$ cat src/dat_params.svh
`ifndef DAT_PARAMS_SVH
`define DAT_PARAMS_SVH
`define DAT_ADDR_AVG_CFG   8'h4b
`define DAT_ADDR_BIAS_HI   8'h4c
`define DAT_ADDR_BIAS_LO   8'h4d
`define DAT_ADDR_AUX_HI    8'h4e
`define DAT_ADDR_AUX_LO    8'h4f
`define DAT_RST_AVG_CFG    8'h00
`define DAT_RST_BIAS_HI    8'ha2
`define DAT_RST_BIAS_LO    8'h48
`define DAT_RST_AUX_HI     8'hba
`define DAT_RST_AUX_LO     8'h4b
`define DAT_SEL_MSB        7
`define DAT_SEL_LSB        6
`define DAT_BYP_BIAS_BIT   5
`define DAT_BYP_TEMP_BIT   4
`define DAT_BYP_AUX_BIT    3
`define DAT_LIMIT_SHIFT    4
`endif

$ cat src/dat_pkg.sv
`default_nettype none
package dat_pkg;
    typedef enum logic [1:0] {
        dat_avg_off     = 2'h0,
        dat_avg_half    = 2'h1,
        dat_avg_quarter = 2'h2,
        dat_avg_rsvd    = 2'h3
    } dat_avg_sel_t;
    typedef struct packed {
        logic        valid;
        logic [11:0] value;
    } dat_sample_t;
    typedef struct packed {
        logic       write;
        logic       read;
        logic [7:0] addr;
        logic [7:0] wdata;
    } dat_reg_req_t;
endpackage
`default_nettype wire

$ cat src/dat_smoother.sv
`timescale 1ns/1ps
`default_nettype none
`include "dat_params.svh"
module dat_smoother (
    input  wire logic               mclk,
    input  wire logic               rst_b,
    input  wire dat_pkg::dat_avg_sel_t sel,
    input  wire logic               bypass,
    input  wire dat_pkg::dat_sample_t  sample,
    output dat_pkg::dat_sample_t    smoothed
);
    logic [11:0] held;
    logic        primed;
    logic [13:0] next_value;

    always_comb begin
        next_value = {2'h0, sample.value};
        if (!bypass && primed) begin
            unique case (sel)
                dat_pkg::dat_avg_half:
                    next_value = ({2'h0, sample.value} + {2'h0, held})
                        >> 1;
                dat_pkg::dat_avg_quarter:
                    next_value = ({2'h0, sample.value} + {2'h0, held}
                        + {1'h0, held, 1'h0}) >> 2;
                default:
                    next_value = {2'h0, sample.value};
            endcase
        end
    end

    always_ff @(posedge mclk or negedge rst_b) begin
        if (!rst_b) begin
            held   <= 12'h000;
            primed <= 1'b0;
        end else if (sample.valid) begin
            held   <= next_value[11:0];
            primed <= 1'b1;
        end
    end

    always_ff @(posedge mclk or negedge rst_b) begin
        if (!rst_b) begin
            smoothed <= '0;
        end else begin
            smoothed.valid <= sample.valid;
            if (sample.valid) begin
                smoothed.value <= next_value[11:0];
            end
        end
    end
endmodule
`default_nettype wire

$ cat src/dat_limit_check.sv
`timescale 1ns/1ps
`default_nettype none
`include "dat_params.svh"
module dat_limit_check (
    input  wire logic              mclk,
    input  wire logic              rst_b,
    input  wire dat_pkg::dat_sample_t reading,
    input  wire logic [7:0]        upper_code,
    input  wire logic [7:0]        lower_code,
    output logic                   high_fault,
    output logic                   low_fault
);
    logic [11:0] upper_scaled;
    logic [11:0] lower_scaled;

    assign upper_scaled = {upper_code, 4'h0};
    assign lower_scaled = {lower_code, 4'h0};

    always_ff @(posedge mclk or negedge rst_b) begin
        if (!rst_b) begin
            high_fault <= 1'b0;
            low_fault  <= 1'b0;
        end else if (reading.valid) begin
            high_fault <= reading.value > upper_scaled;
            low_fault  <= reading.value < lower_scaled;
        end
    end
endmodule
`default_nettype wire

$ cat src/dat_diag_top.sv
`timescale 1ns/1ps
`default_nettype none
`include "dat_params.svh"
module dat_diag_top (
    input  wire logic                mclk,
    input  wire logic                rst_b,
    input  wire dat_pkg::dat_reg_req_t  reg_req,
    output logic [7:0]               reg_rdata,
    input  wire dat_pkg::dat_sample_t   bias_load_sample,
    input  wire dat_pkg::dat_sample_t   temperature_sample,
    input  wire dat_pkg::dat_sample_t   aux_analog_sample,
    output dat_pkg::dat_sample_t     bias_load_out,
    output dat_pkg::dat_sample_t     temperature_out,
    output dat_pkg::dat_sample_t     aux_analog_out,
    output logic                     bias_high_fault,
    output logic                     bias_low_fault,
    output logic                     aux_high_fault,
    output logic                     aux_low_fault
);
    logic [4:0] diag_average_config;
    logic [7:0] bias_high_current_limit;
    logic [7:0] bias_low_current_limit;
    logic [7:0] aux_analog_upper_limit;
    logic [7:0] aux_analog_lower_limit;
    dat_pkg::dat_avg_sel_t average_weight_select;
    logic       bias_load_average_bypass;
    logic       temperature_average_bypass;
    logic       aux_analog_average_bypass;
    dat_pkg::dat_sample_t bias_smooth;
    dat_pkg::dat_sample_t aux_smooth;
    dat_pkg::dat_sample_t temp_smooth;
    logic [7:0] next_rdata;

    assign average_weight_select =
        dat_pkg::dat_avg_sel_t'(diag_average_config[4:3]);
    assign bias_load_average_bypass   = diag_average_config[2];
    assign temperature_average_bypass = diag_average_config[1];
    assign aux_analog_average_bypass  = diag_average_config[0];

    // Register writes
    always_ff @(posedge mclk or negedge rst_b) begin
        if (!rst_b) begin
            diag_average_config     <=
                5'(`DAT_RST_AVG_CFG >> `DAT_BYP_AUX_BIT);
            bias_high_current_limit <= `DAT_RST_BIAS_HI;
            bias_low_current_limit  <= `DAT_RST_BIAS_LO;
            aux_analog_upper_limit  <= `DAT_RST_AUX_HI;
            aux_analog_lower_limit  <= `DAT_RST_AUX_LO;
        end else if (reg_req.write) begin
            unique case (reg_req.addr)
                `DAT_ADDR_AVG_CFG:
                    diag_average_config <=
                        reg_req.wdata[`DAT_SEL_MSB:`DAT_BYP_AUX_BIT];
                `DAT_ADDR_BIAS_HI:
                    bias_high_current_limit <= reg_req.wdata;
                `DAT_ADDR_BIAS_LO:
                    bias_low_current_limit <= reg_req.wdata;
                `DAT_ADDR_AUX_HI:
                    aux_analog_upper_limit <= reg_req.wdata;
                `DAT_ADDR_AUX_LO:
                    aux_analog_lower_limit <= reg_req.wdata;
                default: ;
            endcase
        end
    end

    // Register reads
    always_comb begin
        unique case (reg_req.addr)
            `DAT_ADDR_AVG_CFG:
                next_rdata = {diag_average_config, 3'h0};
            `DAT_ADDR_BIAS_HI: next_rdata = bias_high_current_limit;
            `DAT_ADDR_BIAS_LO: next_rdata = bias_low_current_limit;
            `DAT_ADDR_AUX_HI:  next_rdata = aux_analog_upper_limit;
            `DAT_ADDR_AUX_LO:  next_rdata = aux_analog_lower_limit;
            default:           next_rdata = 8'h00;
        endcase
    end

    always_ff @(posedge mclk or negedge rst_b) begin
        if (!rst_b) begin
            reg_rdata <= 8'h00;
        end else if (reg_req.read) begin
            reg_rdata <= next_rdata;
        end
    end

    dat_smoother u_bias_smooth (
        .mclk     (mclk),
        .rst_b    (rst_b),
        .sel      (average_weight_select),
        .bypass   (bias_load_average_bypass),
        .sample   (bias_load_sample),
        .smoothed (bias_smooth)
    );

    dat_smoother u_temp_smooth (
        .mclk     (mclk),
        .rst_b    (rst_b),
        .sel      (average_weight_select),
        .bypass   (temperature_average_bypass),
        .sample   (temperature_sample),
        .smoothed (temp_smooth)
    );

    dat_smoother u_aux_smooth (
        .mclk     (mclk),
        .rst_b    (rst_b),
        .sel      (average_weight_select),
        .bypass   (aux_analog_average_bypass),
        .sample   (aux_analog_sample),
        .smoothed (aux_smooth)
    );

    dat_limit_check u_bias_check (
        .mclk       (mclk),
        .rst_b      (rst_b),
        .reading    (bias_smooth),
        .upper_code (bias_high_current_limit),
        .lower_code (bias_low_current_limit),
        .high_fault (bias_high_fault),
        .low_fault  (bias_low_fault)
    );

    dat_limit_check u_aux_check (
        .mclk       (mclk),
        .rst_b      (rst_b),
        .reading    (aux_smooth),
        .upper_code (aux_analog_upper_limit),
        .lower_code (aux_analog_lower_limit),
        .high_fault (aux_high_fault),
        .low_fault  (aux_low_fault)
    );

    // Output copies of smoothed readings
    always_ff @(posedge mclk or negedge rst_b) begin
        if (!rst_b) begin
            bias_load_out   <= '0;
            temperature_out <= '0;
            aux_analog_out  <= '0;
        end else begin
            bias_load_out   <= bias_smooth;
            temperature_out <= temp_smooth;
            aux_analog_out  <= aux_smooth;
        end
    end
endmodule
`default_nettype wire

$ cat config.mk
export PLATFORM = sky130hd
export DESIGN_NAME = dat_diag_top
export DESIGN_NICKNAME = d
export VERILOG_FILES = /design/src/dat_pkg.sv /design/src/dat_smoother.sv /design/src/dat_limit_check.sv /design/src/dat_diag_top.sv
export VERILOG_INCLUDE_DIRS = /design/src
export SDC_FILE = /design/constraint.sdc
export NUM_CORES = 1
export LEC_CHECK = 0
export ABC_AREA = 1
export BUFFER_PORTS_ARGS = -buffer_cell sky130_fd_sc_hd__buf_2
export CORE_MARGIN = 4
export CORE_UTILIZATION = 35
export DETAILED_ROUTE_END_ITERATION = 10
export GPL_ROUTABILITY_DRIVEN = 0
export HOLD_SLACK_MARGIN = 0.03
export PLACE_DENSITY_LB_ADDON = 0.2
export REMOVE_ABC_BUFFERS = 1
export SETUP_SLACK_MARGIN = 0.02
export SLEW_MARGIN = 20
export SYNTH_ARGS = -nofsm -noshare
export SYNTH_HDL_FRONTEND = slang
export SYNTH_SLANG_ARGS = --single-unit
$ cat constraint.sdc
create_clock -name mclk -period 5 [get_ports mclk]
set_clock_uncertainty 0.15 [all_clocks]
set_input_delay 1 -clock mclk [delete_from_list [all_inputs] [get_ports mclk]]
set_output_delay 1 -clock mclk [all_outputs]
set_load 0.01 [all_outputs]
==> flow_summary.yaml, run 1 <==
outcome:
  status: "complete, no violations"
timing:
  hold_viol_final: 0
  setup_tns_ns: 0
  slew_headroom_pct: 31.7
  final.min_clock_period_ns: 3.49
  setup_viol: 0
  worstMarginPinSlew_ns: 1.02
  max_freq_mhz: 287
  rsz0062_at_grt: "false"
  drv_slew: 0
  fin_crit_sh_pct: 69.8
grt:
  grt_max_degree: 75
  antenna_found_initial: 1
  grtUsageTotal_pct: 18.6
  grt_pass1_wl_um: 47700
  grt-ovfl-total: 0
  grt_pass1_vias: 9189
detailed_routing:
  via_count: 9663
  routed_wirelength_um: 29400
  routed_via_density: 4.85
  first_pass_iters: 5
  drt_iter0_drc: 654
  ant_nets: 0
  drc_errors: 0
  wl_per_cell_um: 14.8
layout:
  nFillCells: 3024
  diodes: 0
  multi_input_area_um2: 6030
  nNetsFinal: 1762
  drive_gt1_share_pct: 11.7
  area_growth_pct: 15.2
  register_area_um2: 3270
critical_path:
  critPathMaxFanout: 5
  crit_path_top_delay_cell: "fa_1"
  required_ns: 5.15
  crit_path_cell_trace: "buf_2 > nand2_1 > fa_1 > inv_1 > nand3_1 > nand2_1 > nand2_1 > nand2_1 > nand2_1 > and2_1 > ha_1 > nand2_1 > nor2_1 > and2_1 > nand2_1 > nand3_1 > nand2_1 > nand3_1 > nand3_1 > nand2_1 > nand2_1"
  crit_arrival_ns: 3.64
  cp_common_cell: "nand2_1"
  end_kind: "flip-flop"
  critPathKind: "in -> reg"
  cpPeakStageDelay_ns: 0.39
  cp-start-kind: "input pin"
clocking:
  cts_max_level: 4
  cts_buffers: 17
  cts_tree: "built"
  hold_buffers: 0
  cts_buffer_depth: 2
  ctsResizeCount: 0
  cts-root-buf: "clkbuf_16"
  clock_latency_ns: 0.41
  cts_sinks: 130
  postCtsSetupRepairBufs: 0
  cts.clk_slew.worst_paths_ns: 0.06
floorplanning:
  num_io_pins: 110
  rows: 62
  core_um2: 28800
  start_util_pct: 35.5
  die_w_um: 179
  die_h_um: 179
  die-area_um2: 32000
synthesis:
  synth.largest_area_cell: "dfrtp_1"
  yosys_warnings: 0
  ys_types: 38
  netlist_area_um2: 10200
  yosys-top-cells-area: "dfrtp_1, nand2_1, ha_1"
  yosys.area.top_type_share_pct: 28.4
  ys_seq_area_share_pct: 32.0
  syn-instance-count: 1485
  avgSynthCellArea_um2: 6.88
  synth-seq-cells: 130
pwr:
  max-vdd-ir-drop_mv: 0.155
  total_power_mw: 3.82
  power_density_nw_per_um2: 325
  p_leak_nw: 6.47
hold_path:
  hold_class: "reg -> reg"
place:
  dpl.hpwl_um: 22500
  numPortBuffers: 109
job:
  maxCapViolations: 0
==> critical path, delay by kind of cell <==
kind | cells | cell delay [ns]
adders and majority gates | 2 | 0.74
buffers and inverters | 2 | 0.25
and+or+nand+nor | 17 | 1.63
==> final timing paths <==
kind	startpoint	endpoint	slack (ns)	cells past startpoint
worst max-delay path	bias_load_sample[0]	u_bias_smooth.held[10]	1.51	21
min in group asynchronous	rst_b	temperature_out[7]	0.45	1
worst min-delay path	u_temp_smooth.smoothed[12]	temperature_out[12]	0.20	0
worst min register to register	u_temp_smooth.smoothed[12]	temperature_out[12]	0.20	0
worst max register to register	u_aux_smooth.smoothed[1]	u_aux_smooth.smoothed[8]	1.67	19
max in group asynchronous	rst_b	u_temp_smooth.smoothed[3]	3.31	2
==> area by class of cell <==
class	instances	area share [%]
multi-input combinational	1118	51.2
sequential	130	27.8
inverter	216	6.89
timing repair buffer	113	4.94
tap	384	4.08
clock buffer	23	3.98
clock inverter	9	1.12
==> sequential cells by signal (all words and copies together) (netlist names), 5 cells and up <==
signal                   cells
aux_analog_out              13
bias_load_out               13
temperature_out             13
u_aux_smooth.smoothed       13
u_temp_smooth.smoothed      13
u_bias_smooth.held          12
aux_analog_lower_limit       8
aux_analog_upper_limit       8
bias_high_current_limit      8
bias_low_current_limit       8
reg_rdata                    8
diag_average_config          5
==> layout by cell type (no fill, tap or decap), types with 2 or more instances in the layout <==
master / netlist / final
a21oi_1: 66 / 66
and2_1: 27 / 27
buf_2: 4 / 108
buf_4: 0 / 4
bufinv_16: 0 / 3
clkbuf_1: 13 / 4
clkbuf_16: 0 / 17
clkbuf_8: 0 / 2
clkinv_1: 2 / 2
clkinv_2: 0 / 2
clkinvlp_4: 0 / 3
dfrtp_1: 116 / 116
dfstp_2: 14 / 14
fa_1: 6 / 6
ha_1: 101 / 101
inv_1: 212 / 212
inv_2: 2 / 2
nand2_1: 465 / 465
nand2_2: 4 / 4
nand2_4: 3 / 3
nand3_1: 101 / 101
nand3_2: 2 / 2
nand3b_1: 15 / 15
nand4_1: 24 / 24
nor2_1: 140 / 140
nor2_8: 3 / 3
nor3_1: 12 / 12
nor3_2: 5 / 5
o21ai_0: 67 / 67
o21ai_1: 29 / 29
o21ai_2: 8 / 8
o22ai_1: 15 / 15
or2_2: 6 / 6
xor2_1: 12 / 12
==> power breakdown <==
part / internal [mW] / total [mW] / switching (mW)
logic: 0.465 / 1.30 / 0.836
registers: 1.14 / 1.21 / 0.0710
clock network: 0.812 / 1.31 / 0.500
total: 2.41 / 3.82 / 1.41
==> per-layer routing <==
layer / wire [um] / track usage (%)
met2: 12900 / 29.4
met3: 1400 / 2.55
met5: 7 / 0
met1: 14700 / 26.8
met4: 430 / 4.51
==> stage by stage <==
stage / hold WS (ns) / setup WS (ns) / utilization [%] / std cells / area, um^2
CTS: 0.201 / 1.56 / 40.9 / 1993 / 11800
global placement: 0.184 / 1.12 / 38.8 / 1961 / 11200
detailed placement: 0.188 / 1.13 / 38.8 / 1961 / 11200
finish: 0.196 / 1.51 / 40.9 / 1993 / 11800
global route: 0.205 / 1.20 / 40.9 / 1993 / 11800
floorplan: 0.181 / 1.65 / - / 1464 / 10100
==> Yosys cell counts, drive strengths merged <==
| cell | n |
|---|---|
| inv | 214 |
| nand4 | 24 |
| dfrtp | 116 |
| xor2 | 12 |
| buf | 8 |
| dfstp | 14 |
| o21ai | 104 |
| a211oi | 1 |
| and2 | 27 |
| mux2 | 1 |
| a21oi | 66 |
| o22ai | 15 |
| nor4 | 2 |
| a31oi | 1 |
| o31ai | 1 |
| or2 | 6 |
| clkbuf | 13 |
| clkinv | 2 |
| ha | 101 |
| nor2 | 143 |
| fa | 6 |
| nand3 | 103 |
| nand2 | 472 |
| nand3b | 15 |
| nor3 | 17 |
| a21o | 1 |
==> cells by family after synthesis <==
group,share of synthesized area [%]
xor gates and xnor gates,1.03
DFF,32.0
and+or+nand+nor,34.5
AOI/OAI and AO/OA,9.82
muxes,0.110
buffers and inverters,9.01
adders and majority gates,13.5
(Power assumes the default switching activity.)
==> run 2, diff against run 1 <==
Settings changed: ABC_AREA 1 to 0.
Clock period 5 ns to 3.2 ns, I/O delays scaled along.
==> flow_summary.yaml, run 2 <==
clocking:
  cts.clk_slew.worst_paths_ns: 0.06
  cts_sinks: 130
  clock_latency_ns: 0.43
  hold_buffers: 0
  cts_buffer_depth: 2
  cts_buffers: 17
  cts_tree: "built"
  cts_max_level: 4
  cts-root-buf: "clkbuf_16"
critical_path:
  cp_top_family: "compound AO/OA/AOI/OAI gates"
  crit_path_cell_trace: "inv_2 > fa_2 > nor2b_4 > o2111ai_2 > a31oi_2 > nor2_1 > xnor2_1 > ha_1 > a21oi_2 > nand2b_1 > o41ai_2 > a21oi_1 > xor2_1 > a221oi_1 > a211oi_1"
  critPathKind: "reg -> reg"
  crit_arrival_ns: 3.49
  end_kind: "flip-flop"
  crit_path_top_delay_cell: "dfrtp_2"
  cp-start-kind: "flip-flop"
  required_ns: 3.33
  cpPeakStageDelay_ns: 0.41
  crit_buf_inv: 1
  critPathMaxFanout: 4
timing:
  setup_viol: 10
  holdWs_ns: 0.0941
  worstMarginPinSlew_ns: 0.716
  drv_slew: 0
  max_freq_mhz: 298
  rsz0062_at_grt: "true"
  final.min_clock_period_ns: 3.36
  final.setup.worst_slack_ns: -0.155
  fin_crit_sh_pct: 105
  slew_headroom_pct: 52.2
  hold_viol_final: 0
synthesis:
  synthTopCellsByCount: "dfrtp_1, ha_1, inv_1"
  yosys-top-cells-area: "dfrtp_1, ha_1, dfstp_2"
  ys_types: 69
  synthArstFlopShare_pct: 100
  synth.largest_area_cell: "dfrtp_1"
  syn-instance-count: 956
  synth_edf_count: 0
  synth-seq-cells: 130
  yosys.area.top_type_share_pct: 32.3
  synth_most_common_cell: "dfrtp_1"
  ys.flop_type: "dfrtp_1"
  avgSynthCellArea_um2: 9.40
  netlist_area_um2: 8980
  yosys_warnings: 0
  ys_seq_area_share_pct: 36.4
hold_path:
  hold_class: "in -> async"
pwr:
  max-vdd-ir-drop_mv: 0.306
  p_leak_nw: 6.15
  power_density_nw_per_um2: 563
detailed_routing:
  routed_wirelength_um: 26600
  ant_nets: 0
  routed_via_density: 5.15
  drc_errors: 0
  first_pass_iters: 5
  via_count: 8413
  wl_per_cell_um: 16.3
  drt_iter0_drc: 414
outcome:
  violations: "negative setup slack"
  status: "complete, but fails checks"
grt:
  grt-ovfl-total: 0
  grt_max_degree: 75
  met1_usage_pct: 25.0
  grt_pass1_vias: 8530
  grtUsageMet3_pct: 3.83
  antenna_found_initial: 1
  grt_pass1_wl_um: 43000
  grtUsageTotal_pct: 18.7
  top_usage_layer: "met2"
  globalRouteMet2Util_pct: 31.3
place:
  dpl.hpwl_um: 19700
  pre_cts_ws_ns: -0.761
  numPortBuffers: 109
floorplanning:
  start_util_pct: 35.7
  die_h_um: 168
  die_w_um: 168
  core_um2: 25200
  die-area_um2: 28300
  num_io_pins: 110
  rows: 58
layout:
  diodes: 0
  area_growth_pct: 45.2
  final_cell_mix: "buf_4, dfrtp_1, buf_2, ha_1, inv_1"
  nNetsFinal: 1456
  nFillCells: 2327
  final_common_cell: "buf_4"
  drive_gt1_share_pct: 40.8
job:
  maxCapViolations: 0
## run 2: cells by family (layout without fill, tap and decap cells)
family / count (synthesis) / after routing / share of synthesized area [%]
fa+ha+maj: 107 / 107 / 15.4
simple gates: 240 / 240 / 12.9
xor+xnor: 50 / 50 / 4.87
flops: 130 / 130 / 36.4
buf+inv: 106 / 453 / 4.80
compound gates: 301 / 301 / 22.5
mux: 22 / 22 / 3.09
## run 2: final timing paths
check,slack [ns],cells past startpoint,end,start
worst min register to register,0.20,0,temperature_out[12],u_temp_smooth.smoothed[12]
worst max register to register,-0.16,15,u_aux_smooth.smoothed[10],u_aux_smooth.smoothed[1]
worst min-delay path,0.09,1,aux_analog_lower_limit[7],rst_b
min in group mclk,0.20,0,temperature_out[12],u_temp_smooth.smoothed[12]
worst max-delay path,-0.16,15,u_aux_smooth.smoothed[10],u_aux_smooth.smoothed[1]
max in group asynchronous,2.03,2,u_bias_smooth.held[4],rst_b
## run 2: report_power, final
part | leakage [nW] | total (mW) | internal (mW) | switching (mW)
logic | 4.38 | 3.56 | 1.83 | 1.72
registers | 1.50 | 1.88 | 1.79 | 0.0831
clock network | 0.277 | 1.90 | 1.11 | 0.787
## run 2: through the flow
stage                     instance area, um^2  total power [mW]  std cells  TNS [ns]  util, %
after floorplan                          8840              3.54        928     -3.32        -
after global placement                  11400              4.80       1574    -12.64     45.2
after detailed placement                11400              4.81       1574    -13.54     45.2
after CTS                               12500              7.03       1618     -1.41     49.6
after global routing                    13000              7.83       1633     -3.33     51.8
final                                   13000              7.34       1633    -0.964     51.8
## run 2: routing by layer
metal,share of wire [%],vias to the layer above
met5,0.064,-
met3,4.3,32
li1,-,4177
met4,1.4,2
met1,46,4036
met2,48,166
## run 2: cell type report
cell class                      count  area [um^2]  share of cell area [%]
Sequential cell                   130         3270                    25.1
Inverter                           78          293                    2.25
Multi-Input combinational cell    720         6140                    47.1
Timing Repair Buffer              343         2350                    18.0
Tap cell                          330          413                    3.17
Clock inverter                     11          109                   0.835
Clock buffer                       21          460                    3.53
## run 2: repair_timing
action                                  4_1_cts  5_1_grt
endpoints found under the setup margin       20       23
gates resized for setup                      79       79
setup buffers                                12       16
pin swaps                                    64       68
